$ cat src/inc/dual_timer_pkg.sv
package dual_timer_pkg;

  // Register offsets on the special-function register port.
  localparam logic [7:0] OFS_CTRL_A = 8'hB2;
  localparam logic [7:0] OFS_DATA_A = 8'hB3;
  localparam logic [7:0] OFS_CTRL_B = 8'hB4;
  localparam logic [7:0] OFS_CMP_B = 8'hB5;
  localparam logic [7:0] OFS_DATA_B = 8'hB6;
  localparam logic [7:0] OFS_PWM_HI = 8'hB7;

  // Values after reset.
  localparam logic [7:0] RST_CTRL = 8'h00;
  localparam logic [7:0] RST_CMP = 8'hFF;
  localparam logic [7:0] RST_PERIOD = 8'hFF;
  localparam logic [7:0] RST_ZERO = 8'h00;
  localparam logic [3:0] RST_PWM_HI = 4'h0;
  localparam logic [9:0] RST_PWM_CNT = 10'h000;

  // Field positions of timer_a_control.
  localparam int BIT_EN_A = 7;
  localparam int BIT_PE_A = 6;
  localparam int BIT_CAP_A = 5;
  localparam int BIT_CKS_A_HI = 4;
  localparam int BIT_CKS_A_LO = 2;
  localparam int BIT_CONT = 1;
  localparam int BIT_RUN = 0;

  // Field positions of timer_b_control.
  localparam int BIT_POL = 7;
  localparam int BIT_WIDE = 6;
  localparam int BIT_PWM_EN = 5;
  localparam int BIT_CAP_B = 4;
  localparam int BIT_CKS_B_HI = 3;
  localparam int BIT_CKS_B_LO = 2;

  // Field positions of pwm_high_bits.
  localparam int BIT_PE_B = 7;
  localparam int BIT_PER_HI = 3;
  localparam int BIT_PER_LO = 2;
  localparam int BIT_DUTY_HI = 1;
  localparam int BIT_DUTY_LO = 0;

  // Clock source codes.
  localparam logic [2:0] CKS_A_DIV2 = 3'h0;
  localparam logic [2:0] CKS_A_DIV4 = 3'h1;
  localparam logic [2:0] CKS_A_DIV16 = 3'h2;
  localparam logic [2:0] CKS_A_DIV64 = 3'h3;
  localparam logic [2:0] CKS_A_DIV256 = 3'h4;
  localparam logic [2:0] CKS_A_DIV1024 = 3'h5;
  localparam logic [2:0] CKS_A_DIV4096 = 3'h6;
  localparam logic [2:0] CKS_A_EXT = 3'h7;
  localparam logic [1:0] CKS_B_DIV1 = 2'h0;
  localparam logic [1:0] CKS_B_DIV2 = 2'h1;
  localparam logic [1:0] CKS_B_DIV16 = 2'h2;
  localparam logic [1:0] CKS_B_CHAIN = 2'h3;

  // Prescaler taps: tap k pulses once every 2^(k+1) system clocks.
  localparam int PRESCALE_W = 12;
  localparam int TAP_DIV2 = 0;
  localparam int TAP_DIV4 = 1;
  localparam int TAP_DIV16 = 3;
  localparam int TAP_DIV64 = 5;
  localparam int TAP_DIV256 = 7;
  localparam int TAP_DIV1024 = 9;
  localparam int TAP_DIV4096 = 11;

  localparam int PWM_W = 10;
  localparam logic [9:0] PWM_ONE = 10'h001;
  localparam int TRIG_LINES = 3;
  localparam int LINE_EXT = 0;
  localparam int LINE_CAP_A = 1;
  localparam int LINE_CAP_B = 2;

endpackage : dual_timer_pkg

$ cat src/rtl/clk_prescaler.sv
`timescale 1ns/1ps
module clk_prescaler
  import dual_timer_pkg::*;
(
  input wire logic core_clk_i,
  input wire logic resetn_i,
  output logic [PRESCALE_W-1:0] tick_o
);

  logic [PRESCALE_W-1:0] div_q;

  always_ff @(posedge core_clk_i or negedge resetn_i) begin
    if (!resetn_i) begin
      div_q <= '0;
    end else begin
      div_q <= div_q + 12'h001;
    end
  end

  // Each tap is a one-cycle count enable, high where its low bits are all ones.
  for (genvar k = 0; k < PRESCALE_W; k++) begin : g_tap
    assign tick_o[k] = &div_q[k:0];
  end

endmodule : clk_prescaler

$ cat src/rtl/edge_sync.sv
`timescale 1ns/1ps
module edge_sync
  import dual_timer_pkg::*;
(
  input wire logic core_clk_i,
  input wire logic resetn_i,
  input wire logic [TRIG_LINES-1:0] pin_i,
  output logic [TRIG_LINES-1:0] rise_o
);

  logic [TRIG_LINES-1:0] meta_q;
  logic [TRIG_LINES-1:0] sync_q;
  logic [TRIG_LINES-1:0] last_q;

  // Two flops per line before the edge detector; only sync_q reads meta_q.
  for (genvar k = 0; k < TRIG_LINES; k++) begin : g_line
    always_ff @(posedge core_clk_i or negedge resetn_i) begin
      if (!resetn_i) begin
        meta_q[k] <= 1'b0;
        sync_q[k] <= 1'b0;
        last_q[k] <= 1'b0;
      end else begin
        meta_q[k] <= pin_i[k];
        sync_q[k] <= meta_q[k];
        last_q[k] <= sync_q[k];
      end
    end
    assign rise_o[k] = sync_q[k] & ~last_q[k];
  end

endmodule : edge_sync

$ cat src/rtl/dual_timer_capture_pwm.sv
// How it works
// - Two 8-bit counters run alone or chain into one 16-bit counter.
// - Timer A clock: system clock over 2..4096, or the external count pin.
// - Timer B clock: system clock over 1, 2, 16, or timer A's clock.
// - External source counts rising edges of the count pin, pin is input.
// - In 8-bit mode each timer interrupts when count equals its compare.
// - 16-bit counter wraps to zero at compare match; only timer A interrupts.
// - In capture mode a trigger edge copies the count into the capture register.
// - After a capture the counter clears to zero and keeps counting.
// - Compare match interrupts still occur in capture mode.
// - A capture-select bit of 1 puts that timer into capture mode.
// - Shared address reads capture register in capture mode, else live count; timer B reads duty in PWM mode.
// - 16-bit capture copies and clears the combined counter.
// - Timer A pin shows its compare toggle; timer B pin shows compare or PWM.
// - PWM mode drives a waveform of up to 10 bits on timer B's pin.
// - PWM period and duty are two high bits above their 8-bit registers.
// - Duty equal to period holds output at polarity; zero duty holds its inverse.
// - Compare output mode toggles the pin at each match, a square wave.
// - Polarity 0 sets the output at duty match, 1 clears it.
// - Writing run as 1 clears the counter and starts; 0 stops it.
// - Clearing continue holds the count; setting it resumes counting.
//
// The plain strobed port was chosen for this implementation.
`timescale 1ns/1ps
module dual_timer_capture_pwm
  import dual_timer_pkg::*;
(
  input wire logic core_clk_i,
  input wire logic resetn_i,
  input wire logic [7:0] reg_addr_i,
  input wire logic [7:0] reg_wdata_i,
  input wire logic reg_wr_i,
  input wire logic reg_rd_i,
  output logic [7:0] reg_rdata_o,
  input wire logic ext_count_in_i,
  input wire logic capture_trig_a_i,
  input wire logic capture_trig_b_i,
  output logic ext_count_input_o,
  output logic timer_a_pin_o,
  output logic timer_a_pin_oe_o,
  output logic timer_b_pin_o,
  output logic timer_b_pin_oe_o,
  output logic irq_a_o,
  output logic irq_b_o
);

  logic [7:0] ctrl_a_q;
  logic [7:0] ctrl_b_q;
  logic [7:0] cmp_a_q;
  logic [7:0] cmp_b_q;
  logic [7:0] period_lo_q;
  logic [7:0] duty_lo_q;
  logic [3:0] pwm_hi_q;
  logic pe_b_q;
  logic [7:0] cnt_a_q;
  logic [7:0] cnt_b_q;
  logic [7:0] cap_a_q;
  logic [7:0] cap_b_q;
  logic [PWM_W-1:0] pwm_cnt_q;
  logic pwm_out_q;
  logic tog_a_q;
  logic tog_b_q;
  logic irq_a_q;
  logic irq_b_q;
  logic [7:0] rdata_q;

  logic [PRESCALE_W-1:0] div_tick;
  logic [TRIG_LINES-1:0] trig_rise;
  logic tick_a;
  logic tick_b;

  clk_prescaler u_prescaler (
    .core_clk_i(core_clk_i),
    .resetn_i(resetn_i),
    .tick_o(div_tick)
  );

  edge_sync u_edge_sync (
    .core_clk_i(core_clk_i),
    .resetn_i(resetn_i),
    .pin_i({capture_trig_b_i, capture_trig_a_i, ext_count_in_i}),
    .rise_o(trig_rise)
  );

  // Control fields.
  logic en_a;
  logic pe_a;
  logic cap_sel_a;
  logic [2:0] clk_sel_a;
  logic cont_a;
  logic run_a;
  logic pwm_polarity;
  logic wide;
  logic pwm_en;
  logic cap_sel_b;
  logic [1:0] clk_sel_b;
  logic cont_b;
  logic run_b;

  assign en_a = ctrl_a_q[BIT_EN_A];
  assign pe_a = ctrl_a_q[BIT_PE_A];
  assign cap_sel_a = ctrl_a_q[BIT_CAP_A];
  assign clk_sel_a = ctrl_a_q[BIT_CKS_A_HI:BIT_CKS_A_LO];
  assign cont_a = ctrl_a_q[BIT_CONT];
  assign run_a = ctrl_a_q[BIT_RUN];
  assign pwm_polarity = ctrl_b_q[BIT_POL];
  assign wide = ctrl_b_q[BIT_WIDE];
  assign pwm_en = ctrl_b_q[BIT_PWM_EN];
  assign cap_sel_b = ctrl_b_q[BIT_CAP_B];
  assign clk_sel_b = ctrl_b_q[BIT_CKS_B_HI:BIT_CKS_B_LO];
  assign cont_b = ctrl_b_q[BIT_CONT];
  assign run_b = ctrl_b_q[BIT_RUN];

  // Address decode.
  logic wr_ctrl_a;
  logic wr_data_a;
  logic wr_ctrl_b;
  logic wr_cmp_b;
  logic wr_data_b;
  logic wr_pwm_hi;

  assign wr_ctrl_a = reg_wr_i && (reg_addr_i == OFS_CTRL_A);
  assign wr_data_a = reg_wr_i && (reg_addr_i == OFS_DATA_A);
  assign wr_ctrl_b = reg_wr_i && (reg_addr_i == OFS_CTRL_B);
  assign wr_cmp_b = reg_wr_i && (reg_addr_i == OFS_CMP_B);
  assign wr_data_b = reg_wr_i && (reg_addr_i == OFS_DATA_B);
  assign wr_pwm_hi = reg_wr_i && (reg_addr_i == OFS_PWM_HI);

  always_comb begin
    unique case (clk_sel_a)
      CKS_A_DIV2: tick_a = div_tick[TAP_DIV2];
      CKS_A_DIV4: tick_a = div_tick[TAP_DIV4];
      CKS_A_DIV16: tick_a = div_tick[TAP_DIV16];
      CKS_A_DIV64: tick_a = div_tick[TAP_DIV64];
      CKS_A_DIV256: tick_a = div_tick[TAP_DIV256];
      CKS_A_DIV1024: tick_a = div_tick[TAP_DIV1024];
      CKS_A_DIV4096: tick_a = div_tick[TAP_DIV4096];
      CKS_A_EXT: tick_a = trig_rise[LINE_EXT];
    endcase
  end

  // Timer B can only reach the count pin through timer A's selection.
  always_comb begin
    unique case (clk_sel_b)
      CKS_B_DIV1: tick_b = 1'b1;
      CKS_B_DIV2: tick_b = div_tick[TAP_DIV2];
      CKS_B_DIV16: tick_b = div_tick[TAP_DIV16];
      CKS_B_CHAIN: tick_b = tick_a;
    endcase
  end

  assign ext_count_input_o = (clk_sel_a == CKS_A_EXT);

  // Count enables, matches, captures and clears.
  logic cnt_en_a;
  logic cnt_en_b;
  logic match_a;
  logic hit_a;
  logic hit_b;
  logic cap_ev_a;
  logic cap_ev_b;
  logic clr_a;
  logic clr_b;

  assign cnt_en_a = en_a && run_a && cont_a && tick_a;
  assign cnt_en_b = run_b && cont_b && tick_b && !pwm_en && !wide;
  assign match_a = wide ? ({cnt_b_q, cnt_a_q} == {cmp_b_q, cmp_a_q}) : (cnt_a_q == cmp_a_q);
  assign hit_a = cnt_en_a && match_a;
  assign hit_b = cnt_en_b && (cnt_b_q == cmp_b_q);
  assign cap_ev_a = cap_sel_a && trig_rise[LINE_CAP_A];
  assign cap_ev_b = cap_sel_b && !wide && trig_rise[LINE_CAP_B];
  assign clr_a = (wr_ctrl_a && reg_wdata_i[BIT_RUN]) || cap_ev_a;
  assign clr_b = wide ? clr_a : ((wr_ctrl_b && reg_wdata_i[BIT_RUN]) || cap_ev_b);

  // Control and data registers written by software.
  always_ff @(posedge core_clk_i or negedge resetn_i) begin
    if (!resetn_i) begin
      ctrl_a_q <= RST_CTRL;
      ctrl_b_q <= RST_CTRL;
      cmp_a_q <= RST_CMP;
      cmp_b_q <= RST_CMP;
      period_lo_q <= RST_PERIOD;
      duty_lo_q <= RST_ZERO;
      pwm_hi_q <= RST_PWM_HI;
      pe_b_q <= 1'b0;
    end else begin
      if (wr_ctrl_a) begin
        ctrl_a_q <= reg_wdata_i;
      end
      if (wr_ctrl_b) begin
        ctrl_b_q <= reg_wdata_i;
      end
      if (wr_data_a) begin
        cmp_a_q <= reg_wdata_i;
      end
      // The shared offset holds the period in PWM mode and the compare value otherwise.
      if (wr_cmp_b && pwm_en) begin
        period_lo_q <= reg_wdata_i;
      end
      if (wr_cmp_b && !pwm_en) begin
        cmp_b_q <= reg_wdata_i;
      end
      if (wr_data_b && pwm_en) begin
        duty_lo_q <= reg_wdata_i;
      end
      if (wr_pwm_hi) begin
        pe_b_q <= reg_wdata_i[BIT_PE_B];
        pwm_hi_q <= reg_wdata_i[BIT_PER_HI:BIT_DUTY_LO];
      end
    end
  end

  // Timer A counter, also the low byte of the chained counter.
  always_ff @(posedge core_clk_i or negedge resetn_i) begin
    if (!resetn_i) begin
      cnt_a_q <= RST_ZERO;
    end else if (clr_a || hit_a) begin
      cnt_a_q <= RST_ZERO;
    end else if (cnt_en_a) begin
      cnt_a_q <= cnt_a_q + 8'h01;
    end
  end

  // Timer B counter, the high byte while chained.
  always_ff @(posedge core_clk_i or negedge resetn_i) begin
    if (!resetn_i) begin
      cnt_b_q <= RST_ZERO;
    end else if (clr_b) begin
      cnt_b_q <= RST_ZERO;
    end else if (wide) begin
      if (hit_a) begin
        cnt_b_q <= RST_ZERO;
      end else if (cnt_en_a && (&cnt_a_q)) begin
        cnt_b_q <= cnt_b_q + 8'h01;
      end
    end else if (hit_b) begin
      cnt_b_q <= RST_ZERO;
    end else if (cnt_en_b) begin
      cnt_b_q <= cnt_b_q + 8'h01;
    end
  end

  // Capture registers.
  always_ff @(posedge core_clk_i or negedge resetn_i) begin
    if (!resetn_i) begin
      cap_a_q <= RST_ZERO;
      cap_b_q <= RST_ZERO;
    end else begin
      if (cap_ev_a) begin
        cap_a_q <= cnt_a_q;
      end
      if ((cap_ev_a && wide) || cap_ev_b) begin
        cap_b_q <= cnt_b_q;
      end
    end
  end

  // Compare toggles and interrupt pulses.
  always_ff @(posedge core_clk_i or negedge resetn_i) begin
    if (!resetn_i) begin
      tog_a_q <= 1'b0;
      tog_b_q <= 1'b0;
      irq_a_q <= 1'b0;
      irq_b_q <= 1'b0;
    end else begin
      tog_a_q <= tog_a_q ^ hit_a;
      tog_b_q <= tog_b_q ^ hit_b;
      irq_a_q <= hit_a;
      irq_b_q <= hit_b;
    end
  end

  // PWM generator on timer B's clock.
  logic [PWM_W-1:0] pwm_period;
  logic [PWM_W-1:0] pwm_duty;
  logic pwm_tick;
  logic pwm_active;

  assign pwm_period = {pwm_hi_q[BIT_PER_HI:BIT_PER_LO], period_lo_q};
  assign pwm_duty = {pwm_hi_q[BIT_DUTY_HI:BIT_DUTY_LO], duty_lo_q};
  assign pwm_tick = pwm_en && run_b && cont_b && tick_b;
  // Duty equal to period counts as always active so the output stays flat.
  assign pwm_active = (pwm_cnt_q < pwm_duty) || (pwm_duty == pwm_period);

  always_ff @(posedge core_clk_i or negedge resetn_i) begin
    if (!resetn_i) begin
      pwm_cnt_q <= RST_PWM_CNT;
    end else if (!pwm_en || (wr_ctrl_b && reg_wdata_i[BIT_RUN])) begin
      pwm_cnt_q <= RST_PWM_CNT;
    end else if (pwm_tick) begin
      if (pwm_cnt_q >= pwm_period - PWM_ONE) begin
        pwm_cnt_q <= RST_PWM_CNT;
      end else begin
        pwm_cnt_q <= pwm_cnt_q + PWM_ONE;
      end
    end
  end

  always_ff @(posedge core_clk_i or negedge resetn_i) begin
    if (!resetn_i) begin
      pwm_out_q <= 1'b0;
    end else begin
      pwm_out_q <= pwm_active ~^ pwm_polarity;
    end
  end

  // Register read port: data stand in the cycle after the strobe only.
  always_ff @(posedge core_clk_i or negedge resetn_i) begin
    if (!resetn_i) begin
      rdata_q <= RST_ZERO;
    end else if (reg_rd_i) begin
      unique case (reg_addr_i)
        OFS_CTRL_A: rdata_q <= ctrl_a_q;
        OFS_DATA_A: rdata_q <= cap_sel_a ? cap_a_q : cnt_a_q;
        OFS_CTRL_B: rdata_q <= ctrl_b_q;
        OFS_DATA_B: rdata_q <= cap_sel_b ? cap_b_q : (pwm_en ? duty_lo_q : cnt_b_q);
        default: rdata_q <= RST_ZERO;
      endcase
    end else begin
      rdata_q <= RST_ZERO;
    end
  end

  assign reg_rdata_o = rdata_q;
  assign irq_a_o = irq_a_q;
  assign irq_b_o = irq_b_q;
  assign timer_a_pin_o = tog_a_q;
  assign timer_a_pin_oe_o = pe_a;
  assign timer_b_pin_o = pwm_en ? pwm_out_q : (wide ? tog_a_q : tog_b_q);
  assign timer_b_pin_oe_o = pe_b_q;
endmodule : dual_timer_capture_pwm

$ cat config.mk
export PLATFORM = sky130hd
export DESIGN_NAME = dual_timer_capture_pwm
export DESIGN_NICKNAME = d
export VERILOG_FILES = /design/src/inc/dual_timer_pkg.sv /design/src/rtl/clk_prescaler.sv /design/src/rtl/edge_sync.sv /design/src/rtl/dual_timer_capture_pwm.sv
export SDC_FILE = /design/constraint.sdc
export NUM_CORES = 1
export LEC_CHECK = 0
export ABC_AREA = 1
export BUFFER_PORTS_ARGS = -buffer_cell sky130_fd_sc_hd__buf_2
export CAP_MARGIN = 20
export CORE_AREA = 4 4 129 100
export DETAILED_ROUTE_END_ITERATION = 7
export DIE_AREA = 0 0 133 104
export PLACE_DENSITY_LB_ADDON = 0.1
export SYNTH_ARGS = -nofsm -noshare
export SYNTH_HDL_FRONTEND = slang
export SYNTH_SLANG_ARGS = --single-unit
export TNS_END_PERCENT = 5
$ cat constraint.sdc
create_clock -name core_clk_i -period 5.6 [get_ports core_clk_i]
set_input_delay 1.12 -clock core_clk_i [delete_from_list [all_inputs] [get_ports core_clk_i]]
set_output_delay 1.12 -clock core_clk_i [all_outputs]
set_load 0.005 [all_outputs]
Yosys cells after proc, flatten, opt, wreduce, memory -nomap -nowiden
Cells that the tools add are included.

word-level totals
  bits of input ports = 23
  register bits = 129

cells by class
  add/subtract/negate cells = 5
  mux-type cells = 22
  bitwise gates (word level) = 9
  order comparisons = 2
  eq/ne operators = 21
  reductions and logical operators = 49

operator list
  operator                 count
  $mux W8                  12
  $eq A8 B8 Y1 const B     6
  $pmux W8 S4              1
  $mux W10                 3
  $logic_and A1 B1 Y1      28
  $add A8 B1 Y8 const B    2
  $eq A16 B16 Y1           1
  $eq A8 B8 Y1             2
  $reduce_and A8 Y1        2
  $add A12 B1 Y12 const B  1
  $eq A3 B3 Y1 const B     4
  $reduce_and A12 Y1       1
  $add A10 B1 Y10 const B  1
  $eq A10 B10 Y1           1
  $ge A10 B10 Y1           1
  $lt A10 B10 Y1           1
  $reduce_and A10 Y1       1
  $sub A10 B1 Y10 const B  1
  $pmux W1 S8              1
  $eq A3 B2 Y1 const B     2
  $logic_or A1 B1 Y1       6
  $reduce_and A6 Y1        1
  $eq A2 B2 Y1 const B     2
  $mux W1                  4
  other kinds (15)         23

Logic depth before layout (Yosys ltp)
Gate-level depths: netlist (run 1).

  depth after elaboration = 11
  gate-level depth with buffers = 16
  gate-level depth less buffers = 16

Modules after synthesis
A second synthesis (run 1) with hierarchy kept.

second synthesis, totals
  cell total of the unflattened synthesis = 849
  area total of the unflattened synthesis = 6,995.5 um^2

modules (own cells, without submodules)
  module                  times used  cells an instance  area each (um^2)  sequential area each (um^2)
  dual_timer_capture_pwm  1           769                6,129.6           2,732.6
  clk_prescaler           1           65                 610.6             300.3
  edge_sync               1           15                 255.2             225.2

Worst setup path before layout (run 1)
No wires, ideal clock.

  path kind = register to register
  from = register period_lo_q[0]
  to = register pwm_cnt_q[7]
  cell stages (with the launch flop) = 15
  data arrival time = 2.523 ns
  setup time = 0.083 ns
  data required time = 5.517 ns
  buffers on the path = 0
  clock period less this slack = 2.606 ns
  setup slack = 2.994 ns
  cells stage by stage = dfstp_2 > inv_1 > ha_1 > nand3_1 > or3_1 > nor3_1 > xor2_1 > ha_1 > nand2_1 > nor2_1 > o211ai_1 > nand4_1 > nor3b_1 > nand3_1 > o21ai_0

on the way
  longest elaborated chain between the ends = 5

RTL lines
  item                    RTL line                       text
  start, declared         dual_timer_capture_pwm.sv:51   logic [7:0] period_lo_q;
  start signal, assigned  dual_timer_capture_pwm.sv:198  period_lo_q <= reg_wdata_i;
  $sub A10 B1 Y10         dual_timer_capture_pwm.sv:291  if (pwm_cnt_q >= pwm_period - PWM_ONE) begin
  $ge A10 B10 Y1          dual_timer_capture_pwm.sv:291
  $mux W10                dual_timer_capture_pwm.sv:291
  $mux W10                dual_timer_capture_pwm.sv:290  end else if (pwm_tick) begin
  $mux W10                dual_timer_capture_pwm.sv:288  end else if (!pwm_en || (wr_ctrl_b && reg_wdata_i[BIT_RUN])) begin
  end signal, assigned    dual_timer_capture_pwm.sv:294  pwm_cnt_q <= pwm_cnt_q + PWM_ONE;
  end, declared           dual_timer_capture_pwm.sv:59   logic [PWM_W-1:0] pwm_cnt_q;

Every way passes these cells. The select of a mux whose other input is x is not followed.
A chain may end at the register's enable or synchronous reset.

Worst setup path after layout (run 1)
  from = register period_lo_q[0]
  to = register pwm_cnt_q[3]

The elaborated chain is that of the path after synthesis.

==> parameters.txt, run 1 <==
Parameter                              Value

Floorplanning
  Die ar.    13800 µm²
  Area of the core    11500 µm²
  Number of cell rows    34
  Number of I/O pins    38
  Starting Density    59.2%
  X dimension of the die    133 µm
  Vertical extent of the die    104 µm

Synthesis
  Cell count after synthesis    791
  Proportion of synthesized chip area in sequential cells    47.8%
  Post-synthesis register bit count    129
  Synth warnings    0
  Avg Cell Area, Syn    8.62 µm²
  Synth unique cells    42
  Number of nets in the synthesized netlist    838
  Post-synthesis instance area    6820 µm²

STA
  Accumulated negative setup slack    0 ns
  Normalized max-slew margin    35.8%
  Final min period    3.10 ns
  Fraction of the cycle the final worst path needs    55.3%
  Max Transition Viols Final    0
  Clock skew after layout    0.00759 ns
  Number of endpoints failing setup at the final stage    0
  Hold Worst Slack    0.345 ns
  Unrepaired setup endpoints after global routing    false
  Measured slew at the worst slew-check pin    0.963 ns
  Achievable frequency    323 MHz
  Final count of hold timing violations    0

Placement
  RePlAce Congestion    0.985
  IO Port Bufs    37
  DP HPWL    12200 µm

Hold path
  Cell count of the worst hold path    0
  Critical hold path startpoint    u_edge_sync.meta_q[0]
  End point of the worst hold path    u_edge_sync.sync_q[0]
  Hold WC Path Type    flop to flop

Flow run
  Max cap viols    0

Outcome
  Run status    finished, final reports clean

Setup path
  Worst r2r dst    pwm_cnt_q[3]
  Critical path class    flop to flop
  R2r worst-path depth    14
  Worst setup slack for register-to-register paths    2.50 ns
  Startpoint kind of the worst setup timing path    flop
  Worst reg2reg path startpoint    period_lo_q[0]
  Critical Path Fanout Max    10
  Critical path endpoint category    flop
  Critical Path AT    3.42 ns
  Worst path required time    5.93 ns

Layout
  Area growth from synthesis to layout    13.6%
  Nets    879
  Fillcell total    941
  Share of layout cells above drive strength 1    15.7%
  Count of inserted antenna diode cells    0
  Final Util    67.2%
  Most common cell after layout, fill and taps aside    sky130_fd_sc_hd__nand2_1
  Commonest non-fill, non-tap cells in the layout    sky130_fd_sc_hd__nand2_1, sky130_fd_sc_hd__dfrtp_1, sky130_fd_sc_hd__o21ai_0

GRT
  Largest net degree at the start of global routing    77
  First-pass GRT wire length    28400 µm
  Global router's overall resource usage    25.6%
  Grt total ovfl    0
  Antenna violations before repair    0
  Number of global-route vias before repair    5523

Clock tree
  H-tree levels    4
  TritonCTS Buffers    17
  Longest Clk Path Bufs    2
  CTS tree    yes
  CTS Hold Buffers Added    0
  Number of setup buffers added after CTS    0
  Clock slew at reported path FFs    0.06 ns
  Clock latency of the later-clocked register in the worst-skew pair    0.41 ns
  # resized after CTS    0
  Clk root buf    sky130_fd_sc_hd__clkbuf_16
  Clock sink total    129

Routing
  Remaining routing DRC violations    0
  WL/cell    16.8 µm
  Initial drt markers    446
  Average via count per standard cell    5.62
  Total vias in the final route    5662
  Post-DRT Antenna Nets    0
  Aggregate routed wire length    16900 µm
  Number of iterations in the first detailed-routing pass    6

Power and ir drop
  Leakage power    3.65 nW
  Pwr Density    322 nW/µm²
  Peak supply drop    234 µV
## flip-flops by register name, summed over array words and instances (netlist names), 3 cells and up
signal	count
u_prescaler.div_q	12
pwm_cnt_q	10
cap_a_q	8
cap_b_q	8
cmp_a_q	8
cmp_b_q	8
cnt_a_q	8
cnt_b_q	8
ctrl_a_q	8
ctrl_b_q	8
duty_lo_q	8
period_lo_q	8
reg_rdata_o	8
pwm_hi_q	4
u_edge_sync.last_q	3
u_edge_sync.meta_q	3
u_edge_sync.sync_q	3
## layout make-up
cell class,instances,area [µm²],area share [%]
clock buffer,18,429,5.54
timing repair buffer,39,203,2.62
sequential,129,3260,42.0
inverter,85,319,4.12
multi-input combinational,560,3170,40.9
clock inverter,14,165,2.13
tap,162,203,2.62
## cells by family after synthesis
group,synth area share (%)
simple gates,22.8
compound gates,11.3
flops,47.8
buf+inv,5.72
xor+xnor,6.81
fa+ha+maj,4.40
mux,1.16
## report_power, final
group	total [mW]	leakage, nW	internal [mW]	switching, mW
Sequential	1.05	1.62	0.989	0.0622
Combinational	0.326	1.74	0.123	0.203
Clock	1.12	0.290	0.699	0.422
Total	2.50	3.65	1.81	0.687
## stage by stage
step / setup WS (ns) / instances / power [mW] / cell area, µm²
3_5_place_dp: 2.19 / 975 / 1.38 / 7150
6_report: 2.50 / 1007 / 2.50 / 7750
3_3_place_gp: 2.32 / 975 / 1.37 / 7150
4_1_cts: 2.50 / 1007 / 2.50 / 7750
2_1_floorplan: 2.99 / 791 / 1.27 / 6820
5_1_grt: 2.14 / 1007 / 2.61 / 7750
## routing by layer
| layer | part of all wire [%] | GRT usage, % | vias to the layer above |
|---|---|---|---|
| met4 | 1.5 | 7.27 | 0 |
| met5 | 0 | 0 | - |
| met1 | 47 | 36.9 | 2723 |
| met2 | 46 | 39.0 | 208 |
| met3 | 6.0 | 5.80 | 23 |
| li1 | - | - | 2708 |
## synthesized netlist by cell type, drive strengths merged
| library cell | n | area, µm² |
|---|---|---|
| dfrtp | 105 | 2630 |
| o22ai | 7 | 43.8 |
| or3 | 1 | 6.26 |
| o21a | 1 | 7.51 |
| nand2 | 171 | 667 |
| nand4 | 14 | 87.6 |
| a221oi | 7 | 61.3 |
| ha | 24 | 300 |
| nand3b | 2 | 15.0 |
| o21ai | 99 | 499 |
| nor4 | 4 | 25.0 |
| o2111ai | 3 | 26.3 |
| clkbuf | 13 | 48.8 |
| nor3b | 6 | 50.1 |
| clkinv | 3 | 11.3 |
| nand3 | 56 | 318 |
| inv | 82 | 308 |
| mux2 | 7 | 78.8 |
| buf | 4 | 22.5 |
| o211ai | 4 | 30.0 |
| xor2 | 28 | 245 |
| or2 | 2 | 15.0 |
| a21boi | 1 | 7.51 |
| a31oi | 1 | 6.26 |
| xnor2 | 25 | 219 |
| nor3 | 12 | 60.1 |
| dfstp | 24 | 631 |
| nor2 | 67 | 313 |
| a21oi | 18 | 90.1 |
## critical path: stages, from the launching register on
cell	delay (ns)
sky130_fd_sc_hd__dfstp_2	0.38
sky130_fd_sc_hd__inv_1	0.12
sky130_fd_sc_hd__ha_1	0.20
sky130_fd_sc_hd__nand3_1	0.11
sky130_fd_sc_hd__or3_1	0.37
sky130_fd_sc_hd__nor3_1	0.20
sky130_fd_sc_hd__xor2_1	0.19
sky130_fd_sc_hd__ha_1	0.26
sky130_fd_sc_hd__nand2_1	0.09
sky130_fd_sc_hd__nor2_1	0.06
sky130_fd_sc_hd__o211ai_1	0.09
sky130_fd_sc_hd__nand4_1	0.41
sky130_fd_sc_hd__nor3b_1	0.33
sky130_fd_sc_hd__nand3_1	0.09
sky130_fd_sc_hd__o21ai_0	0.11
## how the worst max path moves through the flow
stage / start / to / slack, ns
floorplan: period_lo_q[0] / pwm_cnt_q[7] / 2.99
global placement: reg_addr_i[4] / pwm_cnt_q[7] / 2.32
detailed placement: reg_addr_i[4] / pwm_cnt_q[0] / 2.19
CTS: period_lo_q[0] / pwm_cnt_q[3] / 2.50
global route: period_lo_q[0] / pwm_cnt_q[3] / 2.14
finish: period_lo_q[0] / pwm_cnt_q[3] / 2.50
Note: power is estimated with default switching activity, not from simulation.
==> inputs of run 2 (changes only) <==
Settings changed: CORE_AREA 4 4 129 100 to 4 4 134 104, DIE_AREA 0 0 133 104 to 0 0 138 108.
Clock period 5.6 ns to 2.7 ns, I/O delays scaled along.
==> parameters.txt, run 2 (same netlist as run 1, synthesis figures left out) <==
Parameter                              Value

STA
  Normalized max-slew margin    33.7% (-2.2 points)
  Measured slew at the worst slew-check pin    0.991 ns (+0.0288 ns)
  Post-route worst setup slack    -0.000769 ns (-2.50 ns)
  Unrepaired setup endpoints after global routing    true
  Clock skew after layout    0.0156 ns (+0.00797 ns)
  Achievable frequency    370 MHz (+15%)
  Fraction of the cycle the final worst path needs    100% (+45 points)
  Final count of hold timing violations    0 (unchanged)
  Max Transition Viols Final    0 (unchanged)
  Number of endpoints failing setup at the final stage    1 (+1)
  Final min period    2.70 ns (-0.397 ns)

Routing
  Initial drt markers    416 (-6.7%)
  Amount of wire on met2 after detailed routing    7600 µm (-1.8%)
  Aggregate routed wire length    17100 µm (+0.81%)
  Met3 Routed Length    853 µm (-16%)
  Uppermost routed layer    met4
  Average via count per standard cell    5.42 (-3.6%)
  Length of routed wiring on met1    8400 µm (+5.9%)
  Total vias in the final route    5580 (-1.4%)
  Remaining routing DRC violations    0 (unchanged)
  WL/cell    16.6 µm (-1.3%)
  Post-DRT Antenna Nets    0 (unchanged)
  Number of iterations in the first detailed-routing pass    4 (-2)

Setup path
  Worst path required time    3.04 ns (-2.89 ns)
  Startpoint of the most critical setup path    period_lo_q[0]
  Endpoint of the worst setup timing path    pwm_cnt_q[7]
  Critical path class    flop to flop
  Worst r2r dst    pwm_cnt_q[7]
  Critical path endpoint category    flop
  R2r worst-path depth    15 (+1)
  Critical Path AT    3.04 ns (-0.38 ns)
  Worst reg2reg path startpoint    period_lo_q[0]
  Critical Path Fanout Max    5 (-5)
  Worst setup slack for register-to-register paths    -0.0008 ns (-2.50 ns)
  Startpoint kind of the worst setup timing path    flop

Layout
  Fillcell total    1071 (+14%)
  Share of layout cells above drive strength 1    17.2% (+1.5 points)
  Final Util    62.1% (-5.1 points)
  Most common cell after layout, fill and taps aside    sky130_fd_sc_hd__nand2_1
  Number of flip-flops under the largest register name    12 (unchanged)
  Area growth from synthesis to layout    15.6%
  Commonest non-fill, non-tap cells in the layout    sky130_fd_sc_hd__nand2_1, sky130_fd_sc_hd__dfrtp_1, sky130_fd_sc_hd__o21ai_0
  Nets    892 (+1.5%)
  Largest reg by FF count    u_prescaler.div_q
  Count of inserted antenna diode cells    0 (unchanged)
  Leading registers by flop count    u_prescaler.div_q: 12 flops, pwm_cnt_q: 10 flops

Power and ir drop
  Pwr Density    641 nW/µm² (+99%)
  Peak supply drop    541 µV (+130%)
  Leakage power    3.72 nW (+1.9%)
  Power Total    5.05 mW (+100%)

Outcome
  Failing checks    negative setup slack
  Run status    complete, but fails checks

Floorplanning
  Area of the core    12700 µm² (+10%)
  Die ar.    14900 µm² (+7.8%)
  Number of cell rows    36 (+5.9%)
  X dimension of the die    138 µm (+3.8%)
  Number of I/O pins    38 (unchanged)
  Vertical extent of the die    108 µm (+3.8%)
  Starting Density    53.7% (-5.5 points)

Hold path
  Hold WC Path Type    input pin to asynchronous set/reset pin

Placement
  RePlAce Congestion    0.984 (about the same)
  DP HPWL    12400 µm (+1.6%)
  IO Port Bufs    37 (unchanged)

Flow run
  Max cap viols    0 (unchanged)

Clock tree
  Clock latency of the later-clocked register in the worst-skew pair    0.42 ns (about the same)
  TritonCTS Buffers    17 (unchanged)
  Longest Clk Path Bufs    2 (unchanged)
  CTS tree    yes
  Clock slew at reported path FFs    0.05 ns (about the same)
  H-tree levels    4 (unchanged)
  CTS Hold Buffers Added    0 (unchanged)
  Clk root buf    sky130_fd_sc_hd__clkbuf_16
  Clock sink total    129 (unchanged)

GRT
  Antenna violations before repair    0 (unchanged)
  Number of global-route vias before repair    5449 (-1.3%)
  Global router's overall resource usage    24.0% (-1.7 points)
  Largest net degree at the start of global routing    61 (-21%)
  Grt total ovfl    0 (unchanged)
  First-pass GRT wire length    27900 µm (-1.5%)
-- run 2: area by class of cell --
cell class | instances | area, µm² | area share [%]
Sequential cell | 129 | 3260 | 41.3
Tap cell | 171 | 214 | 2.71
Timing Repair Buffer | 52 | 314 | 3.98
Clock inverter | 4 | 48.8 | 0.619
Multi-Input combinational cell | 560 | 3220 | 40.9
Inverter | 85 | 319 | 4.05
Clock buffer | 28 | 507 | 6.43
-- run 2: worst min path at each step --
stage | from | endpoint | cells after the start
final | resetn_i | pwm_cnt_q[9] | 1
after detailed placement | u_edge_sync.meta_q[0] | u_edge_sync.sync_q[0] | 0
after global placement | u_edge_sync.meta_q[1] | u_edge_sync.sync_q[1] | 0
after global routing | resetn_i | reg_rdata_o[7] | 1
after CTS | resetn_i | pwm_cnt_q[9] | 1
after floorplan | resetn_i | cap_a_q[0] | 0
-- run 2: critical path, cell delays in order, from the launching register on --
cell                       delay [ns]
sky130_fd_sc_hd__dfstp_2         0.38
sky130_fd_sc_hd__inv_2           0.07
sky130_fd_sc_hd__ha_4            0.16
sky130_fd_sc_hd__nand3_4         0.08
sky130_fd_sc_hd__or3_4           0.40
sky130_fd_sc_hd__nor3_4          0.13
sky130_fd_sc_hd__xor2_1          0.18
sky130_fd_sc_hd__ha_1            0.27
sky130_fd_sc_hd__nand2_1         0.08
sky130_fd_sc_hd__nor2_1          0.06
sky130_fd_sc_hd__o211ai_1        0.09
sky130_fd_sc_hd__nand4_1         0.17
sky130_fd_sc_hd__buf_6           0.17
sky130_fd_sc_hd__nor3b_1         0.17
sky130_fd_sc_hd__nand3_1         0.08
sky130_fd_sc_hd__o21ai_0         0.11
-- run 2: timing repair --
item                                    4_1_cts  5_1_grt
buffers inserted                              1        1
pin swaps                                     1        4
gates resized for setup                       2       11
endpoints found under the setup margin       10       10
cloned                                        0        1
-- run 2: where the power goes --
group	switching (mW)	internal, mW	leakage (nW)
Sequential	0.120	2.05	1.62
Clock	0.799	1.36	0.273
Combinational	0.439	0.281	1.83
Total	1.36	3.70	3.72
-- run 2: metal layers --
layer / GRT usage (%) / up-vias
met3: 6.50 / 18
met5: 0 / -
met1: 34.2 / 2672
li1: - / 2729
met2: 36.0 / 161
met4: 7.33 / 0
-- run 2: metrics by stage --
stage	cells	TNS (ns)	hold slack (ns)	cell area (µm²)	worst slack (ns)
global placement	994	-0.388	0.333	7250	-0.110
detailed placement	994	-2.15	0.341	7250	-0.283
floorplan	791	0	0.244	6820	0.0942
CTS	1027	0	0.0497	7830	0.0103
global route	1029	-1.50	0.0589	7890	-0.184
finish	1029	-0.000769	0.0451	7890	-0.000769
